--- src/logic/pidt_pkg.sv ---
package pidt_pkg;

	// ----------------------------------------------------------------
	// register byte offsets
	// ----------------------------------------------------------------
	localparam logic [11:0] PIDT_OFF_LOCAL_ID    = 12'h020;
	localparam logic [11:0] PIDT_OFF_SPURIOUS    = 12'h0f0;
	localparam logic [11:0] PIDT_OFF_ERROR_LVT   = 12'h370;
	localparam logic [11:0] PIDT_OFF_EXT_ID      = 12'h800;
	localparam logic [11:0] PIDT_OFF_INIT_ID     = 12'h804;
	localparam logic [11:0] PIDT_OFF_LEAF_B_EDX  = 12'h808;
	localparam logic [11:0] PIDT_OFF_MODE        = 12'h80c;
	localparam logic [11:0] PIDT_OFF_START_VEC   = 12'h810;
	localparam logic [11:0] PIDT_OFF_STATUS      = 12'h814;
	localparam logic [11:0] PIDT_OFF_TOPO        = 12'h818;

	// ----------------------------------------------------------------
	// field positions and reset values
	// ----------------------------------------------------------------
	localparam int          PIDT_ENABLE_BIT      = 8;
	localparam int          PIDT_LEGACY_ID_LSB   = 24;
	localparam int          PIDT_INITID_LSB      = 24;
	localparam logic [31:0] PIDT_SPURIOUS_RST    = 32'h0000_00ff;
	localparam logic [31:0] PIDT_ERROR_LVT_RST   = 32'h0001_0000;
	localparam logic [7:0]  PIDT_VEC_MASK        = 8'hff;
	localparam logic [11:0] PIDT_PAGE_ZERO       = 12'h000;
	localparam logic [11:0] PIDT_OFF_MASK        = 12'hfff;
	// strap settling: capture once the second stage holds the pins
	localparam logic [1:0]  PIDT_STRAP_CAPTURE   = 2'h2;
	localparam logic [1:0]  PIDT_STRAP_DONE      = 2'h3;
	localparam logic [1:0]  PIDT_STRAP_STEP      = 2'h1;

	// ----------------------------------------------------------------
	// identifier layout variants
	// ----------------------------------------------------------------
	typedef enum logic [1:0] {
		PIDT_LAYOUT_OLDEST = 2'h0,
		PIDT_LAYOUT_SERVER = 2'h1,
		PIDT_LAYOUT_WIDE   = 2'h2
	} pidt_layout_t;

	typedef enum logic [1:0] {
		PIDT_ST_WAIT_START = 2'b00,
		PIDT_ST_RUN        = 2'b01,
		PIDT_ST_HALTED     = 2'b11
	} pidt_state_t;

	typedef struct packed {
		logic [31:0] cur_id;
		logic [31:0] init_id;
		logic [31:0] spurious;
		logic [31:0] error_lvt;
		logic        ext_mode;
		logic [7:0]  start_vec;
		logic        fetch_go;
		pidt_state_t st;
		logic [31:0] prdata;
		logic        pready;
		logic        pslverr;
	} pidt_regs_t;

	typedef struct packed {
		logic [1:0] cluster;
		logic [1:0] package_no;
		logic [1:0] core;
		logic       thread;
	} pidt_topo_t;

endpackage

--- src/logic/pidt_core.sv ---
`timescale 1ns/1ps
// Contract
// - start-up message vector sets fetch address
// - spurious bit 8 enables controller; error entry
// - extended mode returns 32-bit identifier equal leaf
// - legacy mode returns 8-bit identifier
// - power-up identifier reported in bits 31:24
// - leaf fourth result holds unique 32-bit identifier
// - identifier has at most four fields
// - fields align to hierarchy bit boundaries
// - server layout: bits 2:1 package number
// - server layout: bits 4:3 cluster number
// - server layout: bit 0 thread, zero without threads
// - oldest layout: bits 1:0 processor, 3:2 cluster
// - enable bit zero after reset
module pidt_core
	import pidt_pkg::*;
#(
	parameter pidt_layout_t LAYOUT     = PIDT_LAYOUT_SERVER,
	parameter logic         HAS_THREADS = 1'b1
) (
	// clock and reset
	input  wire logic        pclk,
	input  wire logic        presetn,
	// apb slave
	input  wire logic        psel,
	input  wire logic        penable,
	input  wire logic        pwrite,
	input  wire logic [11:0] paddr,
	input  wire logic [31:0] pwdata,
	output logic      [31:0] prdata,
	output logic             pready,
	output logic             pslverr,
	// strap pins giving the position in the system
	input  wire logic [1:0]  strap_cluster,
	input  wire logic [1:0]  strap_package,
	input  wire logic [1:0]  strap_core,
	input  wire logic        strap_thread,
	// start-up and restart messages from the interrupt fabric
	input  wire logic        startup_ipi_message,
	input  wire logic [7:0]  startup_vector,
	input  wire logic        restart_interrupt_message,
	// execution control
	input  wire logic        halt_request,
	output logic             fetch_start,
	output logic      [31:0] fetch_address,
	output logic             ctrl_enabled
);

	// ----------------------------------------------------------------
	// pin synchronisers
	// ----------------------------------------------------------------
	logic [6:0] strap_s1_q, strap_s2_q;
	logic [2:0] msg_s1_q, msg_s2_q, msg_s3_q;
	logic [7:0] vec_s1_q, vec_s2_q;
	logic [1:0] strap_age_q;

	always_ff @(posedge pclk or negedge presetn) begin
		if (!presetn) begin
			strap_s1_q   <= '0;
			strap_s2_q   <= '0;
			msg_s1_q     <= '0;
			msg_s2_q     <= '0;
			msg_s3_q     <= '0;
			vec_s1_q     <= '0;
			vec_s2_q     <= '0;
			strap_age_q  <= '0;
		end else begin
			strap_s1_q   <= {strap_cluster, strap_package, strap_core,
				strap_thread};
			strap_s2_q   <= strap_s1_q;
			msg_s1_q     <= {startup_ipi_message,
				restart_interrupt_message, halt_request};
			msg_s2_q     <= msg_s1_q;
			msg_s3_q     <= msg_s2_q;
			vec_s1_q     <= startup_vector;
			vec_s2_q     <= vec_s1_q;
			// saturate so the capture point is seen exactly once
			if (strap_age_q != PIDT_STRAP_DONE)
				strap_age_q <= strap_age_q + PIDT_STRAP_STEP;
		end
	end

	logic start_evt, restart_evt, halt_evt;
	assign start_evt   = msg_s2_q[2] & ~msg_s3_q[2];
	assign restart_evt = msg_s2_q[1] & ~msg_s3_q[1];
	assign halt_evt    = msg_s2_q[0] & ~msg_s3_q[0];

	// ----------------------------------------------------------------
	// power-up identifier composition
	// ----------------------------------------------------------------
	pidt_topo_t topo;
	logic [31:0] power_id;

	always_comb begin
		topo = pidt_topo_t'(strap_s2_q);
		if (!HAS_THREADS)
			topo.thread = 1'b0;
		power_id = '0;
		unique case (LAYOUT)
		PIDT_LAYOUT_OLDEST: begin
			power_id[1:0] = topo.package_no;
			power_id[3:2] = topo.cluster;
		end
		PIDT_LAYOUT_SERVER: begin
			power_id[0]   = topo.thread;
			power_id[2:1] = topo.package_no;
			power_id[4:3] = topo.cluster;
		end
		default: begin
			// thread, core, package, cluster on aligned boundaries
			power_id[0]   = topo.thread;
			power_id[2:1] = topo.core;
			power_id[4:3] = topo.package_no;
			power_id[6:5] = topo.cluster;
		end
		endcase
	end

	// ----------------------------------------------------------------
	// state update
	// ----------------------------------------------------------------
	pidt_regs_t r_q, r_d;
	logic        acc, wr, rd;
	logic [31:0] rdv;
	logic        hit;

	assign acc = psel & penable;
	assign wr  = acc & pwrite;
	assign rd  = acc & ~pwrite;

	always_comb begin
		r_d         = r_q;
		r_d.fetch_go = 1'b0;
		// capture initial identifier once both sync stages hold straps
		if (strap_age_q == PIDT_STRAP_CAPTURE) begin
			r_d.init_id = power_id;
			r_d.cur_id  = power_id;
		end
		// read mux: pure function of state, no side effects
		hit = 1'b1;
		rdv = '0;
		unique case (paddr & PIDT_OFF_MASK)
		PIDT_OFF_LOCAL_ID:
			rdv = {r_q.cur_id[7:0], 24'h000000};
		PIDT_OFF_SPURIOUS:   rdv = r_q.spurious;
		PIDT_OFF_ERROR_LVT:  rdv = r_q.error_lvt;
		PIDT_OFF_EXT_ID:
			rdv = r_q.ext_mode ? r_q.cur_id : 32'h0;
		PIDT_OFF_INIT_ID:
			rdv = {r_q.init_id[7:0], 24'h000000};
		PIDT_OFF_LEAF_B_EDX: rdv = r_q.cur_id;
		PIDT_OFF_MODE:       rdv = {31'h0, r_q.ext_mode};
		PIDT_OFF_START_VEC:  rdv = {24'h000000, r_q.start_vec};
		PIDT_OFF_STATUS:     rdv = {30'h0, r_q.st};
		PIDT_OFF_TOPO:       rdv = {25'h0, strap_s2_q};
		default:             hit = 1'b0;
		endcase
		r_d.pready  = 1'b0;
		r_d.pslverr = 1'b0;
		if (psel && !penable) begin
			r_d.pready  = 1'b1;
			r_d.pslverr = ~hit;
			r_d.prdata  = pwrite ? 32'h0 : rdv;
		end
		if (wr && r_q.pready) begin
			unique case (paddr & PIDT_OFF_MASK)
			PIDT_OFF_LOCAL_ID:
				// only the current id moves; initial stays put
				if (!r_q.ext_mode)
					r_d.cur_id = {24'h0,
						pwdata[PIDT_LEGACY_ID_LSB +: 8]};
			PIDT_OFF_SPURIOUS:  r_d.spurious  = pwdata;
			PIDT_OFF_ERROR_LVT: r_d.error_lvt = pwdata;
			PIDT_OFF_MODE:      r_d.ext_mode  = pwdata[0];
			default: ;
			endcase
		end
		unique case (r_q.st)
		PIDT_ST_WAIT_START:
			if (start_evt) begin
				r_d.start_vec = vec_s2_q & PIDT_VEC_MASK;
				r_d.fetch_go  = 1'b1;
				r_d.st        = PIDT_ST_RUN;
			end
		PIDT_ST_RUN:
			if (halt_evt)
				r_d.st = PIDT_ST_HALTED;
		PIDT_ST_HALTED: ;
		default: r_d.st = PIDT_ST_WAIT_START;
		endcase
		if (restart_evt)
			r_d.st = PIDT_ST_WAIT_START;
	end

	always_ff @(posedge pclk or negedge presetn) begin
		if (!presetn) begin
			r_q           <= '0;
			r_q.spurious  <= PIDT_SPURIOUS_RST;
			r_q.error_lvt <= PIDT_ERROR_LVT_RST;
			r_q.st        <= PIDT_ST_WAIT_START;
		end else begin
			r_q <= r_d;
		end
	end

	// ----------------------------------------------------------------
	// outputs
	// ----------------------------------------------------------------
	assign prdata        = r_q.prdata;
	assign pready        = r_q.pready;
	assign pslverr       = r_q.pslverr;
	assign fetch_start   = r_q.fetch_go;
	assign fetch_address = {12'h000, r_q.start_vec, PIDT_PAGE_ZERO};
	assign ctrl_enabled  = r_q.spurious[PIDT_ENABLE_BIT];

endmodule // pidt_core

--- config.mk ---
export PLATFORM = sky130hd
export DESIGN_NAME = pidt_core
export DESIGN_NICKNAME = d
export VERILOG_FILES = /design/src/logic/pidt_pkg.sv /design/src/logic/pidt_core.sv
export SDC_FILE = /design/constraint.sdc
export NUM_CORES = 1
export LEC_CHECK = 0
export BUFFER_PORTS_ARGS = -buffer_cell sky130_fd_sc_hd__buf_2
export CAP_MARGIN = 20
export CORE_MARGIN = 2
export CORE_UTILIZATION = 51
export DETAILED_ROUTE_END_ITERATION = 6
export GPL_TIMING_DRIVEN = 0
export PLACE_DENSITY = 0.76
export SLEW_MARGIN = 10
export SYNTH_ARGS = -nofsm -noshare
export SYNTH_HDL_FRONTEND = slang
export SYNTH_SLANG_ARGS = --single-unit
--- constraint.sdc ---
create_clock -name pclk -period 1.65 [get_ports pclk]
set_clock_uncertainty 0.2 [all_clocks]
set_input_delay 0.2475 -clock pclk [delete_from_list [all_inputs] [get_ports pclk]]
set_output_delay 0.2475 -clock pclk [all_outputs]
set_load 0.005 [all_outputs]
==> impl_metrics.tcl, run 1 <==
set metrics [dict create \
    report.power.total_mw 10.1 \
    placed_area_mm2 0.00907 \
    async_set_or_reset_flop_fraction_in_the_synthesized_netlist_pct 100 \
    die_area_mm2 0.0166 \
    via_count_of_the_first_global_routing_pass 5856 \
    yosys_register_bits 188 \
    post-route-worst-setup-slack_ns -0.147 \
    synth_top_cell_area_share_pct 56.2 \
    slew_worst_pin_ns 0.536 \
    worst_slew_margin_relative_to_its_limit_pct 64.3 \
    rows 45 \
    syn_area_per_cell_um2 12.6 \
    hold_slack_ns 0.147 \
    final_min_period_over_clock_period_pct 109 \
    drtPass1Iterations 7 \
    post-place-cells 978 \
    crit_path_max_fanout 7 \
    clk_sinks 188 \
    crit_path_start_kind "flip-flop" \
    drc 0 \
    avgViaCountPerCell 5.44 \
    total_routed_length_mm 20.9 \
    post_synth_edffs 0 \
    numPortBuffers 109 \
    power_leakage_nw 5.36 \
    syn-instance-count 634 \
    run_status "complete, but fails checks" \
    type_of_the_setup_path_with_the_least_slack "reg2reg" \
    ir_worst_vdd_mv 1.10 \
    cp-end-kind "flip-flop" \
    max_freq_ghz 0.556 \
    grt_pass1_wl_mm 31.0 \
    setup_violations 78 \
    cts-buffers-inserted 17 \
    layoutNonFillerInstCount 1099 \
    timing.critical_path.slowest_stage_cell "sky130_fd_sc_hd__dfrtp_1" \
    clk-insertion-delay-late_ns 0.43 \
    fillerInstances 972 \
    initialDrtViolationCount 434 \
    syn-cell-area_mm2 0.00797 \
    chipHeight_um 129 \
    cp_slowest_stage_delay_ns 0.39 \
    place_congestion 0.900 \
    worst_setup_hold_path_clk_slew_ns 0.07 \
    synth_top_cells_by_count "sky130_fd_sc_hd__dfrtp_1, sky130_fd_sc_hd__mux2_2, sky130_fd_sc_hd__buf_4" \
    synth_area_leaders "sky130_fd_sc_hd__dfrtp_1, sky130_fd_sc_hd__mux2_2, sky130_fd_sc_hd__buf_4" \
    r2r_slack_ns -0.15 \
    area_of_the_multi_input_gates_mm2 0.00297 \
    finalNetCount 944 \
    finalHoldViolCount 0 \
    cts_buffer_depth 2 \
    setup_tns_ns -5.27 \
    worst_ep_arrival_time_ns 1.92 \
    register_area_mm2 0.00472 \
    yosysMostFrequentCell "sky130_fd_sc_hd__dfrtp_1" \
    initial_utilization_pct 52.2 \
    synthDominantAreaCellType "sky130_fd_sc_hd__dfrtp_1" \
    die_w_um 129 \
    drv_slew 0 \
    num_io_pins 135 \
    timing.final.crit_period_ns 1.80 \
    sequential_share_of_the_synthesized_area_pct 59.2 \
    hold_class "in2async" \
    antenna_violations_before_repair 0 \
    htree_levels 4 \
    synth-warning-count 0 \
    grt.total_usage_pct 24.6 \
    drv_cap 0 \
    power.density_mw_per_mm2 913 \
    drt-wirelength-per-cell_um 19.0 \
    postSynth.topFlopCell "sky130_fd_sc_hd__dfrtp_1" \
    fraction_of_final_layout_cells_sized_beyond_drive_strength_1_pct 48.8 \
    grt_start_max_net_pins 108 \
    drt.antenna.violating_nets 0 \
    detailed_placer_s_ending_hpwl_mm 13.0 \
    required_ns 1.78 \
    finalInstanceArea_mm2 0.0111 \
    area_growth_syn_to_fin_pct 39.0 \
    antenna_diode_instance_count 0 \
    grt.overflow.total 0 \
    cts_tree "yes" \
    route.vias.total 5974 \
    rsz0062_at_grt "yes" \
    fp.coreArea_mm2 0.0153 \
    violations "setup timing" \
    number_of_distinct_standard_cells_referenced_by_the_synthesized_netlist 48 \
    cts_root_buffer "sky130_fd_sc_hd__clkbuf_16" \
    crit_chain "nand4_1, buf_4, nor3b_4, buf_6, nor2_4, clkbuf_16, and2_4" \
]
==> critical path: cells and delay by family, from the launching register on <==
kind	cells	cell delay, ns
buffers and inverters	3	0.53
flip-flops	1	0.39
AND/OR/NAND/NOR	4	0.57
==> stage by stage <==
step | utilization (%) | setup slack (ns)
after floorplan | - | -0.191
after global placement | 59.2 | -2.65
after detailed placement | 59.5 | -0.777
after CTS | 69.2 | -0.0981
after global routing | 72.6 | -0.204
final | 72.6 | -0.147
==> report_power, final <==
part / internal, mW / switching, mW / total, mW
Sequential: 4.73 / 0.0970 / 4.83
Clock: 2.74 / 1.77 / 4.50
Combinational: 0.416 / 0.365 / 0.780
Total: 7.89 / 2.23 / 10.1
==> path summary, 6_finish.rpt <==
kind                                  to   startpoint  cells past startpoint
max in group asynchronous        r_q[62]      presetn                      3
hold reg to reg              vec_s2_q[6]  vec_s1_q[6]                      0
setup reg to reg                r_q[168]       pready                      7
min in group pclk            vec_s2_q[6]  vec_s1_q[6]                      0
hold / removal             strap_s1_q[5]      presetn                      2
setup / recovery                r_q[168]       pready                      7
==> layer usage <==
layer | track usage [%] | wire, um | vias up
met5 | 0 | 0 | -
met4 | 9.53 | 650 | 0
met3 | 4.67 | 1150 | 55
met2 | 41.4 | 10600 | 266
met1 | 32.0 | 8550 | 2997
li1 | - | - | 2656
==> placed cells by master (no fill, tap or decap), types with 5 or more instances in the layout <==
cell type / n
sky130_fd_sc_hd__a21oi_1: 11
sky130_fd_sc_hd__a221oi_2: 5
sky130_fd_sc_hd__a222oi_1: 19
sky130_fd_sc_hd__a22oi_1: 5
sky130_fd_sc_hd__and2_4: 24
sky130_fd_sc_hd__and4_1: 6
sky130_fd_sc_hd__buf_12: 7
sky130_fd_sc_hd__buf_2: 103
sky130_fd_sc_hd__buf_4: 89
sky130_fd_sc_hd__buf_6: 20
sky130_fd_sc_hd__buf_8: 9
sky130_fd_sc_hd__bufinv_16: 5
sky130_fd_sc_hd__clkbuf_1: 5
sky130_fd_sc_hd__clkbuf_16: 22
sky130_fd_sc_hd__clkinvlp_4: 5
sky130_fd_sc_hd__conb_1: 24
sky130_fd_sc_hd__dfrtp_1: 178
sky130_fd_sc_hd__dfstp_2: 9
sky130_fd_sc_hd__dlygate4sd3_1: 52
sky130_fd_sc_hd__inv_1: 12
sky130_fd_sc_hd__mux2_2: 68
sky130_fd_sc_hd__mux2_4: 9
sky130_fd_sc_hd__mux2i_1: 5
sky130_fd_sc_hd__nand2_1: 48
sky130_fd_sc_hd__nand2_2: 5
sky130_fd_sc_hd__nand2_4: 5
sky130_fd_sc_hd__nor2_1: 6
sky130_fd_sc_hd__nor4b_1: 5
sky130_fd_sc_hd__o2111ai_1: 6
sky130_fd_sc_hd__o211ai_1: 7
sky130_fd_sc_hd__o21ai_0: 11
sky130_fd_sc_hd__o21ai_1: 23
sky130_fd_sc_hd__o21ai_2: 6
==> flip-flops by register name, indices dropped and copies added, names as in the netlist <==
| signal | count |
|---|---|
| ctrl_enabled | 1 |
| fetch_address | 8 |
| fetch_start | 1 |
| msg_s1_q | 3 |
| msg_s2_q | 3 |
| msg_s3_q | 3 |
| prdata | 32 |
| pready | 1 |
| pslverr | 1 |
| r_q | 103 |
| strap_age_q | 2 |
| strap_s1_q | 7 |
| strap_s2_q | 7 |
| vec_s1_q | 8 |
| vec_s2_q | 8 |
==> logic make-up after synthesis <==
logic type	count (synthesis)	share of synthesized area [%]
AO/OA/AOI/OAI	110	9.70
multiplexers	82	11.5
AND/OR/NAND/NOR	140	10.1
flip-flops	188	59.2
XOR/XNOR	1	0.110
adder cells (fa/ha/maj)	2	0.314
buffers and inverters	110	9.04
other	1	0.0471
==> what timing repair did <==
action / 4_1_cts / 5_1_grt
endpoints found under the hold margin: 173 / 0
gates resized for setup: 46 / 102
hold buffers: 52 / 0
gates cloned: 0 / 8
setup buffers: 21 / 11
setup endpoints to repair: 141 / 227
pin swaps: 11 / 31
==> layout make-up <==
type,instances,share of cell area [%]
well taps,211,2.38
multi-input cells,359,26.8
inverters,12,0.407
clock inverters,13,1.93
repair buffers,200,14.2
flip-flops and latches,188,42.6
clock buffers,19,4.00
plain buffers,97,7.68
No activity file was read; power rests on OpenSTA's default activity.
==> inputs of run 2 (changes only) <==
--- a/config.mk
+++ b/config.mk
@@ -9,7 +9,8 @@
 export CAP_MARGIN = 20
+export CORE_ASPECT_RATIO = 0.6
 export CORE_MARGIN = 2
-export CORE_UTILIZATION = 51
+export CORE_UTILIZATION = 56
 export DETAILED_ROUTE_END_ITERATION = 6
 export GPL_TIMING_DRIVEN = 0
-export PLACE_DENSITY = 0.76
+export PLACE_DENSITY = 0.8
 export SLEW_MARGIN = 10
==> constraint.sdc (replaced) <==
create_clock -name pclk -period 2 [get_ports pclk]
set_clock_uncertainty 0.2 [all_clocks]
set_input_delay 0.3 -clock pclk [delete_from_list [all_inputs] [get_ports pclk]]
set_output_delay 0.3 -clock pclk [all_outputs]
set_load 0.01 [all_outputs]
==> impl_metrics.tcl, run 2 (synthesis results as in run 1) <==
set metrics [dict create \
    drc 0 \
    run_status "finished clean" \
    min_path_cells 4 \
    antenna_violations_before_repair 0 \
    die_area_mm2 0.0152 \
    area_growth_syn_to_fin_pct 26.6 \
    fraction_of_final_layout_cells_sized_beyond_drive_strength_1_pct 39.6 \
    rsz0062_at_grt "no" \
    detailed_placer_s_ending_hpwl_mm 13.6 \
    holdPathEnd "prdata[4]" \
    final_min_period_over_clock_period_pct 96.4 \
    timing.critical_path.slowest_stage_cell "sky130_fd_sc_hd__nor4_4" \
    crit_path_max_fanout 10 \
    slew_worst_pin_ns 0.664 \
    most_common_cell_after_layout_fill_and_taps_aside "sky130_fd_sc_hd__dfrtp_1" \
    antenna_diode_instance_count 0 \
    crit_family "simple AND/OR/NAND/NOR gates" \
    numPortBuffers 109 \
    cts_root_buffer "sky130_fd_sc_hd__clkbuf_16" \
    r2r_slack_ns 0.09 \
    worst_slew_margin_relative_to_its_limit_pct 55.8 \
    cts_tree "yes" \
    crit-reg2reg-capture "r_q[64]" \
    grt_start_max_net_pins 101 \
    clk_sinks 188 \
    hold_slack_ns 0.137 \
    grt_pass1_wl_mm 31.5 \
    route.vias.total 5819 \
    total_routed_length_mm 19.9 \
    finalNetCount 910 \
    initial_utilization_pct 57.8 \
    drv_slew 0 \
    clk-insertion-delay-late_ns 0.43 \
    crit_path_start_kind "input port" \
    drt.antenna.violating_nets 0 \
    rows 33 \
    grt.overflow.total 0 \
    worstReg2RegStart "pready" \
    cp_slowest_stage_delay_ns 0.52 \
    cts-buffers-inserted 17 \
    most_frequent_cells_in_the_layout "sky130_fd_sc_hd__dfrtp_1, sky130_fd_sc_hd__buf_2, sky130_fd_sc_hd__mux2_2" \
    worstHoldStart "pwrite" \
    initialDrtViolationCount 606 \
    setup_violations 0 \
    largest-register "r_q" \
    cts_buffer_depth 2 \
    report.power.total_mw 8.01 \
    type_of_the_setup_path_with_the_least_slack "in2reg" \
    required_ns 2.11 \
    worst_ep_arrival_time_ns 2.04 \
    htree_levels 4 \
    crit_chain "buf_2, nor4_4, and3_2, nor3b_4, nor2_2, buf_6, and2_1" \
    drt-wirelength-per-cell_um 19.0 \
    place_congestion 0.902 \
    worst_setup_hold_path_clk_slew_ns 0.07 \
    chipHeight_um 96.4 \
    largest_reg_flops 103 \
    cp-end-kind "flip-flop" \
    ir_worst_vdd_mv 0.515 \
    timing.final.crit_period_ns 1.93 \
    power_leakage_nw 4.93 \
    grt.total_usage_pct 28.0 \
    drtPass1Iterations 6 \
    drv_cap 0 \
    max_freq_ghz 0.519 \
    cells_on_worst_reg2reg_path 5 \
    avgViaCountPerCell 5.56 \
    fp.coreArea_mm2 0.0138 \
    via_count_of_the_first_global_routing_pass 5781 \
    finalHoldViolCount 0 \
    num_io_pins 135 \
    crit_buf_inv 2 \
    die_w_um 158 \
    hold_class "in2reg" \
    power.density_mw_per_mm2 794 \
]
==> run 2: changes by cell type in the layout (fill, tap and decap cells not counted), sizes merged <==
cell / delta
dlygate4sd3: -1
clkinv: +1
clkbuf: -2
clkinvlp: -3
bufinv: -4
inv: +6
buf: -31
==> run 2: final cells by class <==
| cell class | instances | area, um^2 |
|---|---|---|
| plain buffers | 97 | 687 |
| clock buffers | 19 | 453 |
| clock inverters | 13 | 146 |
| fillers | 966 | 3700 |
| inverters | 12 | 45.0 |
| multi-input cells | 359 | 2680 |
| flip-flops and latches | 188 | 4720 |
| well taps | 192 | 240 |
| repair buffers | 166 | 1130 |
==> run 2: worst max path at each step <==
stage                          from    endpoint  slack [ns]  depth (start not counted)
after floorplan            paddr[4]    r_q[153]       0.006                          7
after global placement      presetn  prdata[11]       -2.35                          1
after detailed placement   paddr[2]  prdata[25]       -0.68                          7
after CTS                  paddr[9]  prdata[10]       0.005                          7
after global routing         pready     r_q[76]       0.001                          5
final                     paddr[11]    r_q[165]        0.07                          7
==> run 2: stage by stage <==
| step | cells | area (um^2) | TNS, ns | util, % | setup WS, ns |
|---|---|---|---|---|---|
| 6_report | 1046 | 10100 | 0 | 73.2 | 0.0728 |
| 3_3_place_gp | 958 | 8840 | -486.55 | 64.1 | -2.35 |
| 4_1_cts | 1043 | 10000 | 0 | 72.7 | 0.00486 |
| 2_1_floorplan | 657 | 8060 | 0 | - | 0.00609 |
| 5_1_grt | 1046 | 10100 | 0 | 73.2 | 0.00110 |
| 3_5_place_dp | 959 | 8880 | -66.56 | 64.4 | -0.676 |
==> run 2: repair_timing <==
action | 4_1_cts | 5_1_grt
setup endpoints to repair | 100 | 76
buffers inserted | 1 | 4
hold buffers | 51 | 0
cloned | 0 | 0
endpoints found under the hold margin | 178 | 0
pin swaps | 1 | 4
resized for setup | 8 | 16
==> run 2: report_power, final <==
part | leakage [nW] | switching (mW) | internal, mW
clock | 0.291 | 1.56 | 1.84
sequential | 2.42 | 0.0826 | 3.90
combinational | 2.22 | 0.310 | 0.316
total | 4.93 | 1.96 | 6.06
==> run 2: metal layers <==
metal	up-vias	track usage [%]	wire, um
met4	0	7.88	246
met2	295	43.3	9040
met1	2915	40.7	8730
met5	-	0	0
met3	28	6.16	1860
li1	2581	-	-
==> run 2: tightest hold or removal path, cell delays in order <==
cell and delay [ns]:
sky130_fd_sc_hd__buf_2 0.10, sky130_fd_sc_hd__nor2_1 0.05, sky130_fd_sc_hd__nand2_2 0.15, sky130_fd_sc_hd__o21ai_0 0.11
